<file path="src/core/lpp_pkg.sv">
// package: register map, field layout and timing for the bus phy protection block
package lpp_pkg;

  // register offsets (byte addresses on the plain register port)
  localparam logic [2:0] LPP_OFF_CTRL     = 3'h1;
  localparam logic [2:0] LPP_OFF_TEST     = 3'h2;
  localparam logic [2:0] LPP_OFF_SLEW     = 3'h3;
  localparam logic [2:0] LPP_OFF_STATUS   = 3'h5;
  localparam logic [2:0] LPP_OFF_IRQ_EN   = 3'h6;
  localparam logic [2:0] LPP_OFF_IRQ_FLAG = 3'h7;

  // field positions
  localparam int LPP_BIT_ENABLE   = 3;
  localparam int LPP_BIT_RECEIVE_ONLY_SEL   = 2;
  localparam int LPP_BIT_TODIS    = 7;
  localparam int LPP_BIT_SLEW_HI  = 1;
  localparam int LPP_BIT_SLEW_LO  = 0;
  localparam int LPP_BIT_STILLDOM = 7;
  localparam int LPP_BIT_TO       = 7;
  localparam int LPP_BIT_OC       = 6;

  // reset values
  localparam logic [7:0] LPP_RST_CTRL  = 8'h00;
  localparam logic [7:0] LPP_RST_TEST  = 8'h00;
  localparam logic [7:0] LPP_RST_SLEW  = 8'h00;
  localparam logic [7:0] LPP_RST_IRQEN = 8'h00;

  // timing: dominant time limit in microseconds, clock at 100 MHz
  localparam int LPP_CLK_MHZ        = 100;
  localparam int LPP_DOM_LIMIT_US   = 12000;
  localparam int LPP_DOM_LIMIT_CYC  = LPP_DOM_LIMIT_US * LPP_CLK_MHZ;
  localparam int LPP_CNT_W          = 24;

  // slew decode
  typedef enum logic [1:0] {
    LPP_SLEW_NORMAL = 2'h0,
    LPP_SLEW_SLOW   = 2'h1,
    LPP_SLEW_FAST   = 2'h2,
    LPP_SLEW_RSVD   = 2'h3
  } lpp_slew_type;

  // transceiver modes
  typedef enum logic [1:0] {
    LPP_MODE_SHUTDOWN,
    LPP_MODE_NORMAL,
    LPP_MODE_RECEIVE_ONLY_SEL
  } lpp_mode_type;

  // register port request
  typedef struct packed {
    logic       wr;
    logic       rd;
    logic [2:0] addr;
    logic [7:0] wdata;
  } lpp_req_type;

  // slew decode to driver strobes
  typedef struct packed {
    logic slow;
    logic normal;
    logic fast;
  } lpp_slew_sel_type;

endpackage : lpp_pkg

</file>
<file path="src/core/lpp_ctrl.sv">
// bus phy protection: config, status and protection flag logic
`timescale 1ns/1ns
`default_nettype none
module lpp_ctrl
  import lpp_pkg::*;
#(
  parameter int DOM_LIMIT_CYC = LPP_DOM_LIMIT_CYC
) (
  input  wire logic              i_clk,
  input  wire logic              i_srst,
  input  wire lpp_req_type       i_req,
  input  wire logic              i_special_mode,
  input  wire logic              i_phy_tx_in,
  input  wire logic              i_overcurrent,
  output logic      [7:0]        o_rdata,
  output logic                   o_irq,
  output logic                   o_tx_enable,
  output lpp_mode_type           o_mode,
  output lpp_slew_sel_type       o_slew_sel,
  output logic      [7:0]        o_test_bits
);

  // ----------------------------------------------------------------
  // decode helpers
  // ----------------------------------------------------------------

  // write strobe to one register offset
  function automatic logic wr_hit(input lpp_req_type r, input logic [2:0] off);
    wr_hit = r.wr && (r.addr == off);
  endfunction : wr_hit

  // slew code to one-hot driver strobes; reserved drives none
  function automatic lpp_slew_sel_type slew_decode(input logic [1:0] code);
    lpp_slew_sel_type s;
    s = '0;
    unique case (lpp_slew_type'(code))
      LPP_SLEW_NORMAL: s.normal = 1'b1;
      LPP_SLEW_SLOW:   s.slow   = 1'b1;
      LPP_SLEW_FAST:   s.fast   = 1'b1;
      LPP_SLEW_RSVD:   s        = '0;
    endcase
    slew_decode = s;
  endfunction : slew_decode

  // ----------------------------------------------------------------
  // registers
  // ----------------------------------------------------------------

  logic                 phy_enable_r;
  logic                 receive_only_sel_r;
  logic                 tx_timeout_disable_r;
  logic [1:0]           slew_select_r;
  logic [7:0]           test_r;
  logic                 tx_timeout_irq_en_r;
  logic                 overcurrent_irq_en_r;
  logic                 tx_timeout_flag_r;
  logic                 overcurrent_flag_r;
  logic                 tx_still_dominant_r;
  logic                 tx_in_d_r;
  logic [LPP_CNT_W-1:0] dom_cnt_r;
  logic                 mon_active;
  logic                 tx_fall;
  logic                 dom_expired;
  logic                 clr_to;
  logic                 clr_oc;
  logic                 oc_event;
  logic                 oc_block_r;
  logic [7:0]           rdata_nxt;

  // control register: enable and receive-only select
  always_ff @(posedge i_clk) begin
    if (i_srst) begin
      phy_enable_r       <= LPP_RST_CTRL[LPP_BIT_ENABLE];
      receive_only_sel_r <= LPP_RST_CTRL[LPP_BIT_RECEIVE_ONLY_SEL];
    end else if (wr_hit(i_req, LPP_OFF_CTRL)) begin
      phy_enable_r       <= i_req.wdata[LPP_BIT_ENABLE];
      receive_only_sel_r <= i_req.wdata[LPP_BIT_RECEIVE_ONLY_SEL];
    end
  end

  // slew and timeout config: locked while enabled so the driver never sees a change mid-frame
  always_ff @(posedge i_clk) begin
    if (i_srst) begin
      tx_timeout_disable_r <= LPP_RST_SLEW[LPP_BIT_TODIS];
      slew_select_r        <= LPP_RST_SLEW[LPP_BIT_SLEW_HI:LPP_BIT_SLEW_LO];
    end else if (wr_hit(i_req, LPP_OFF_SLEW) && !phy_enable_r) begin
      tx_timeout_disable_r <= i_req.wdata[LPP_BIT_TODIS];
      slew_select_r        <= i_req.wdata[LPP_BIT_SLEW_HI:LPP_BIT_SLEW_LO];
    end
  end

  // factory test register
  always_ff @(posedge i_clk) begin
    if (i_srst) begin
      test_r <= LPP_RST_TEST;
    end else if (wr_hit(i_req, LPP_OFF_TEST) && i_special_mode) begin
      test_r <= i_req.wdata;
    end
  end

  // interrupt enables
  always_ff @(posedge i_clk) begin
    if (i_srst) begin
      tx_timeout_irq_en_r  <= LPP_RST_IRQEN[LPP_BIT_TO];
      overcurrent_irq_en_r <= LPP_RST_IRQEN[LPP_BIT_OC];
    end else if (wr_hit(i_req, LPP_OFF_IRQ_EN)) begin
      tx_timeout_irq_en_r  <= i_req.wdata[LPP_BIT_TO];
      overcurrent_irq_en_r <= i_req.wdata[LPP_BIT_OC];
    end
  end

  // ----------------------------------------------------------------
  // dominant timeout monitor
  // ----------------------------------------------------------------

  // only normal mode with protection on watches the transmit input
  assign mon_active  = phy_enable_r && !receive_only_sel_r && !tx_timeout_disable_r;
  assign tx_fall     = tx_in_d_r && !i_phy_tx_in;
  assign dom_expired = (dom_cnt_r >= LPP_CNT_W'(DOM_LIMIT_CYC - 1)) && !i_phy_tx_in;
  assign clr_to      = wr_hit(i_req, LPP_OFF_IRQ_FLAG) && i_req.wdata[LPP_BIT_TO];
  assign clr_oc      = wr_hit(i_req, LPP_OFF_IRQ_FLAG) && i_req.wdata[LPP_BIT_OC];

  // previous transmit level for edge detection
  always_ff @(posedge i_clk) begin
    if (i_srst) begin
      tx_in_d_r <= 1'b1;
    end else begin
      tx_in_d_r <= i_phy_tx_in;
    end
  end

  // cycle counter of dominant time; saturates at DOM_LIMIT_CYC - 1, the expiry count
  always_ff @(posedge i_clk) begin
    if (i_srst) begin
      dom_cnt_r <= '0;
    end else if (!mon_active || i_phy_tx_in || tx_fall) begin
      dom_cnt_r <= '0;
    end else if (!dom_expired) begin
      dom_cnt_r <= dom_cnt_r + LPP_CNT_W'(1);
    end
  end

  // timeout flag: set beats clear, so a clear while still dominant re-sets it
  always_ff @(posedge i_clk) begin
    if (i_srst) begin
      tx_timeout_flag_r <= 1'b0;
    end else if (mon_active && dom_expired) begin
      tx_timeout_flag_r <= 1'b1;
    end else if (clr_to) begin
      tx_timeout_flag_r <= 1'b0;
    end
  end

  // still-dominant status: held from timeout until the input goes recessive
  always_ff @(posedge i_clk) begin
    if (i_srst) begin
      tx_still_dominant_r <= 1'b0;
    end else if (i_phy_tx_in) begin
      tx_still_dominant_r <= 1'b0;
    end else if (mon_active && dom_expired) begin
      tx_still_dominant_r <= 1'b1;
    end
  end

  // ----------------------------------------------------------------
  // overcurrent protection
  // ----------------------------------------------------------------

  // input is the already qualified event; masking window lives in the analog side
  assign oc_event = i_overcurrent && phy_enable_r && !receive_only_sel_r;

  // overcurrent flag: re-set if cause persists or tx dominant at the clear
  always_ff @(posedge i_clk) begin
    if (i_srst) begin
      overcurrent_flag_r <= 1'b0;
    end else if (oc_event || (clr_oc && overcurrent_flag_r && oc_block_r && !i_phy_tx_in)) begin
      overcurrent_flag_r <= 1'b1;
    end else if (clr_oc) begin
      overcurrent_flag_r <= 1'b0;
    end
  end

  // overcurrent shutdown latch; released only by a clean clear
  always_ff @(posedge i_clk) begin
    if (i_srst) begin
      oc_block_r <= 1'b0;
    end else if (oc_event) begin
      oc_block_r <= 1'b1;
    end else if (clr_oc && !i_phy_tx_in) begin
      oc_block_r <= 1'b1;
    end else if (clr_oc) begin
      oc_block_r <= 1'b0;
    end
  end

  // ----------------------------------------------------------------
  // outputs
  // ----------------------------------------------------------------

  // transmitter gate: off outside normal mode, on timeout or overcurrent
  always_ff @(posedge i_clk) begin
    if (i_srst) begin
      o_tx_enable <= 1'b0;
    end else begin
      o_tx_enable <= phy_enable_r && !receive_only_sel_r
                     && !(mon_active && dom_expired)
                     && !tx_timeout_flag_r && !tx_still_dominant_r
                     && !oc_event && !oc_block_r;
    end
  end

  // merged level interrupt
  always_ff @(posedge i_clk) begin
    if (i_srst) begin
      o_irq <= 1'b0;
    end else begin
      o_irq <= (tx_timeout_flag_r && tx_timeout_irq_en_r)
               || (overcurrent_flag_r && overcurrent_irq_en_r);
    end
  end

  // mode and driver settings
  always_ff @(posedge i_clk) begin
    if (i_srst) begin
      o_mode      <= LPP_MODE_SHUTDOWN;
      o_slew_sel  <= '0;
      o_test_bits <= LPP_RST_TEST;
    end else begin
      if (!phy_enable_r) begin
        o_mode <= LPP_MODE_SHUTDOWN;
      end else if (receive_only_sel_r) begin
        o_mode <= LPP_MODE_RECEIVE_ONLY_SEL;
      end else begin
        o_mode <= LPP_MODE_NORMAL;
      end
      o_slew_sel  <= slew_decode(slew_select_r);
      o_test_bits <= test_r;
    end
  end

  // read mux; unmapped offsets read zero
  always_comb begin
    rdata_nxt = 8'h00;
    unique case (i_req.addr)
      LPP_OFF_CTRL: begin
        rdata_nxt[LPP_BIT_ENABLE] = phy_enable_r;
        rdata_nxt[LPP_BIT_RECEIVE_ONLY_SEL] = receive_only_sel_r;
      end
      LPP_OFF_TEST: rdata_nxt = test_r;
      LPP_OFF_SLEW: begin
        rdata_nxt[LPP_BIT_TODIS]                   = tx_timeout_disable_r;
        rdata_nxt[LPP_BIT_SLEW_HI:LPP_BIT_SLEW_LO] = slew_select_r;
      end
      LPP_OFF_STATUS: rdata_nxt[LPP_BIT_STILLDOM] = tx_still_dominant_r;
      LPP_OFF_IRQ_EN: begin
        rdata_nxt[LPP_BIT_TO] = tx_timeout_irq_en_r;
        rdata_nxt[LPP_BIT_OC] = overcurrent_irq_en_r;
      end
      LPP_OFF_IRQ_FLAG: begin
        rdata_nxt[LPP_BIT_TO] = tx_timeout_flag_r;
        rdata_nxt[LPP_BIT_OC] = overcurrent_flag_r;
      end
      default: rdata_nxt = 8'h00;
    endcase
  end

  // read data stands one cycle after the read strobe only
  always_ff @(posedge i_clk) begin
    if (i_srst) begin
      o_rdata <= 8'h00;
    end else if (i_req.rd) begin
      o_rdata <= rdata_nxt;
    end else begin
      o_rdata <= 8'h00;
    end
  end

endmodule : lpp_ctrl
`default_nettype wire

</file>
<file path="config.mk">
export PLATFORM = sky130hd
export DESIGN_NAME = lpp_ctrl
export DESIGN_NICKNAME = d
export VERILOG_FILES = /design/src/core/lpp_pkg.sv /design/src/core/lpp_ctrl.sv
export SDC_FILE = /design/constraint.sdc
export NUM_CORES = 1
export LEC_CHECK = 0
export BUFFER_PORTS_ARGS = -buffer_cell sky130_fd_sc_hd__buf_4
export CELL_PAD_IN_SITES_DETAIL_PLACEMENT = 1
export CELL_PAD_IN_SITES_GLOBAL_PLACEMENT = 1
export CORE_MARGIN = 5
export CORE_UTILIZATION = 29
export CTS_CLUSTER_DIAMETER = 80
export DETAILED_ROUTE_END_ITERATION = 6
export PLACE_DENSITY = 0.6
export REMOVE_ABC_BUFFERS = 1
export SLEW_MARGIN = 0
export SYNTH_ARGS = -nofsm -noshare
export SYNTH_HDL_FRONTEND = slang
export SYNTH_SLANG_ARGS = --single-unit
</file>
<file path="constraint.sdc">
create_clock -name i_clk -period 4.3 [get_ports i_clk]
set_clock_uncertainty 0.05 [all_clocks]
set_input_delay 0.645 -clock i_clk [delete_from_list [all_inputs] [get_ports i_clk]]
set_output_delay 0.645 -clock i_clk [all_outputs]
set_load 0.005 [all_outputs]
</file>
[Yosys cells after proc, flatten, opt, wreduce, memory -nomap -nowiden]
Cells that the tools add are included.
Storage, ports and cells
  register bits: 67
  input bits: 18
  output and inout port bits: 23
  logic and storage cells: 99
Cells by class
  add/subtract/negate cells: 1
  magnitude comparators: 1
  equal/unequal tests: 8
  multiplexer cells: 14
  bitwise operators: 3
  reduce and logical (&&, ||, !) cells: 50
Operators with widths (count)
  logical AND 1 bit: 27
  adder 24 x 1 -> 24 bit (second input constant): 1
  >= comparator 24 x 21 -> 1 bit (second input constant): 1
  zero test 1 bit: 10
  equality test 3 bit (second input constant): 3
  2-to-1 mux 1 bit: 9
  one-hot mux 2 bit (2 select lines): 2
  OR reduction 2 bit: 4
  equality test 3 x 2 -> 1 bit (second input constant): 2
  one-hot mux 1 bit (5 select lines): 1
  logical OR 1 bit: 4
  nonzero test 2 bit: 2
  equality test 3 x 1 -> 1 bit (second input constant): 1
  inverter 1 bit: 3
  one-hot mux 1 bit (3 select lines): 1
  nonzero test 3 bit: 1
  OR reduction 3 bit: 1
  equality test 2 x 1 -> 1 bit (second input constant): 1
  equality test 2 bit (second input constant): 1
  zero test 2 bit: 1
  2-to-1 mux 2 bit: 1

[Longest topological paths before layout]
  word-level depth: 10
  mapped depth: 8
  depth with buffers taken out: 6

[Worst setup path after synthesis]
Ideal clock, no wire load.
  kind: input to register
  from: input port i_phy_tx_in
  to: register dom_cnt_r[0]
  setup time: 70 ps
  arrival time: 1808 ps
  data required time: 4180 ps
  setup slack: 2372 ps
  cell stages on the path: 5
  buffers on the path: 2
  cell sequence: or2_2 > or4_1 > clkbuf_1 > clkbuf_1 > a21oi_1
On the way
  longest elaborated chain between the ends: 4
  elaborated cells on any way between the ends: 6
  classes of those cells: 6 x reduce/logical
Ends and longest elaborated chain
  start, declared: RTL line lpp_ctrl.sv:13  | input wire logic i_phy_tx_in,
  zero test 1 bit: RTL line lpp_ctrl.sv:118, lpp_ctrl.sv:119
  logical AND 1 bit: RTL line lpp_ctrl.sv:118  | assign tx_fall = tx_in_d_r && !i_phy_tx_in;
  logical OR 1 bit: RTL line lpp_ctrl.sv:136  | end else if (!mon_active || i_phy_tx_in || tx_fall) begin
  OR reduction 2 bit (no line)
  end signal, assigned: RTL line lpp_ctrl.sv:139  | dom_cnt_r <= dom_cnt_r + LPP_CNT_W'(1);
  end, declared: RTL line lpp_ctrl.sv:60  | logic [LPP_CNT_W-1:0] dom_cnt_r;
Several ways; a longest one is shown, not always the timed one.
A chain may end at the register's enable or synchronous reset.

[Final worst setup path]
  from: register dom_cnt_r[16]
  to: register o_tx_enable
On the way
  longest elaborated chain between the ends: 9
Ends and longest elaborated chain
  >= comparator 24 x 21 -> 1 bit: RTL line lpp_ctrl.sv:119  | assign dom_expired = (dom_cnt_r >= LPP_CNT_W'(DOM_LIMIT_CYC - 1)) && !i_phy_tx_in;
  logical AND 1 bit: RTL line lpp_ctrl.sv:119
  logical AND 1 bit: RTL line lpp_ctrl.sv:206  | && !(mon_active && dom_expired)
  zero test 1 bit: RTL line lpp_ctrl.sv:206
  logical AND 1 bit: RTL line lpp_ctrl.sv:206
  logical AND 1 bit (2 in a row): RTL line lpp_ctrl.sv:207  | && !tx_timeout_flag_r && !tx_still_dominant_r
  logical AND 1 bit (2 in a row): RTL line lpp_ctrl.sv:208  | && !oc_event && !oc_block_r;
  end signal, assigned: RTL line lpp_ctrl.sv:205  | o_tx_enable <= phy_enable_r && !receive_only_sel_r
  end, declared: RTL line lpp_ctrl.sv:17  | output logic o_tx_enable,
Every way passes these cells.

==> flow_summary.ini <==
[status]
status = completed

[floorplan]
die_w_um = 108
fp-row-count = 35
ios = 41
core_area_um2 = 9280
die_area_um2 = 11600
die_y_um = 108
start_util_pct = 29.8

[worst_setup_path]
critPathLaunch = dom_cnt_r[16]
cp.arrival_ps = 2650
crit_path_start_kind = register
critPathMaxStageDelay_ps = 630
cp_top_family = compound AO/OA/AOI/OAI gates
crit_slowest_cell = a31oi_2
path_cells = nor4b_2 > o211ai_2 > a31oi_2 > buf_4 > o21ai_0 > and4_1
reg2regPathDepth = 6
worst-path-buf-inv = 1
crit-reg2reg-launch = dom_cnt_r[16]
worstSetupPathType = reg -> reg
required_ps = 4480
cp_max_fo = 24
end_kind = register
worstReg2RegEnd = o_tx_enable
r2r_slack_ps = 1820

[grt]
grt_pass1_vias = 2331
grt_start_max_net_pins = 35
grt_pass1_wl_mm = 11.3
overflow = 0
antenna_found_initial = 0
grtUsageTotal_pct = 12.1

[hold_path]
worstHoldPathCells = 1
min_path_type = reg -> reg
hold_end = dom_cnt_r[23]
hold_start = dom_cnt_r[23]

[sta]
finalSetupTns_ps = 0
period_share_pct = 57.6
worst_pin_slew_ps = 912
setup-violations-final = 0
drv_slew = 0
holdWs_ps = 428
hold_violations = 0
max_freq_mhz = 404
relSlewSlack_pct = 38.7
grt_setup_unrepaired = false
finalCriticalPeriod_ps = 2480
setup_ws_ps = 1820

[final_layout]
final_cell_mix = dfxtp_1 (67), buf_4 (42), nor2_1 (28)
utilization_pct = 36.1
final_common_cell = dfxtp_1
drive_gt1_share_pct = 20.5
nFillCells = 1104
synthToLayoutAreaGrowth_pct = 21.2
fin_nets = 345
post-route-cell-area_um2 = 3350
num_antenna_cells = 0

[power_and_ir_drop]
vdd_drop_max_v = 0.000147
power_frac_seq_pct = 52.3
p_clk_share_pct = 44.1
netSwitchingPower_w = 0.000286
pwr_density_cell_nw_per_um2 = 358
p_comb_share_pct = 3.6
intPower_w = 0.000916
p_sw_share_pct = 23.8
p_leak_nw = 1.26

[clock_tree]
postCtsHoldBufs = 0
cts_setup_buffers = 0
tritoncts = built
worst_skew_pair.late_latency_ps = 340
clockBufferDepth = 2
cts_resized = 0
h-tree-depth = 3
cts_sinks = 67
cts-root-buf = clkbuf_8
cts_buffers = 9
path_clk_slew_ps = 80

[logic_synthesis]
postSynthCellCount = 289
synth_ff_type = dfxtp_1
synth_warnings = 0
syn-cell-area_um2 = 2770
synth_edf_count = 0
ys_types = 45
synth_async_sr_flop_share_pct = 0
synth-seq-cells = 67
ys_seq_area_share_pct = 48.5
synth.avg_cell_area_um2 = 9.57

[routing]
wirelength_mm = 6.67
drc = 0
drtAntennaViolNets = 0
drt_iter0_drc = 72
drt_pre_antenna_iters = 4
wire_per_inst_um = 14.5
vias_per_cell = 4.88
via_count = 2245

[placement]
io_buffers = 40
gp_congestion = 0.732
dp_slack_ps = 1830
dp_hpwl_mm = 4.66
place_area_um2 = 3150

[run]
maxCapViolations = 0
[cell families after synthesis]
group / synth area share, %
flops: 48.5
buf+inv: 3.53
fa+ha+maj: 0.452
mux: 8.10
compound gates: 12.8
simple gates: 26.6
[power by group through the flow]
stage               sequential, W  combinational (W)  clock [W]
floorplan                0.000642          0.0000148          0
global placement         0.000643          0.0000436          0
detailed placement       0.000643          0.0000434          0
CTS                      0.000628          0.0000437   0.000551
global route             0.000629          0.0000475   0.000579
finish                   0.000628          0.0000430   0.000531
[sequential cells by signal, summed over array words and instances, names as in the netlist, 2 cells and up]
name	flops
dom_cnt_r	24
o_mode	2
o_rdata	8
o_slew_sel	3
o_test_bits	8
slew_select_r	2
test_r	8
[layout make-up]
cell class | instances | area, um^2 | area share [%]
multi-input cells | 204 | 1330 | 39.6
flip-flops and latches | 67 | 1340 | 40.0
well taps | 129 | 161 | 4.81
clock buffers | 9 | 124 | 3.69
inverters | 2 | 7.51 | 0.224
repair buffers | 42 | 315 | 9.40
clock inverters | 7 | 76.3 | 2.28
[metal layers]
metal  global-route usage (%)  up-vias  share of wire [%]
met5                        0        -                  0
met4                     4.60        0                1.3
met3                     2.76        9                2.6
met2                     18.5       27                 44
met1                     16.6     1073                 52
li1                         -     1136                  -
[worst max-delay path by stage]
stage,end,cells past startpoint
2_1_floorplan,o_tx_enable,5
3_3_place_gp,dom_cnt_r[0],4
3_5_place_dp,o_tx_enable,6
4_1_cts,o_tx_enable,6
5_1_grt,o_tx_enable,6
6_report,o_tx_enable,6
[stage by stage]
step                      total power (W)  std cells
after global routing              0.00126        460
after detailed placement         0.000686        444
final                             0.00120        460
after global placement           0.000686        444
after CTS                         0.00122        460
after floorplan                  0.000657        273
[synth_stat cells, types with 5 or more instances]
cell | instances | share of area, %
nand3_1 | 9 | 1.6
nor2b_1 | 11 | 2.5
clkbuf_1 | 8 | 1.1
nand2_1 | 13 | 1.8
nor3_1 | 6 | 1.1
or4_1 | 15 | 4.1
mux2i_1 | 19 | 6.9
o21a_1 | 5 | 1.4
dfxtp_1 | 67 | 48
nand4_1 | 7 | 1.6
o31ai_1 | 14 | 3.8
a21oi_1 | 23 | 4.2
nor2_1 | 28 | 3.8
and2_1 | 6 | 1.4
Note: power is estimated with default switching activity, not from simulation.
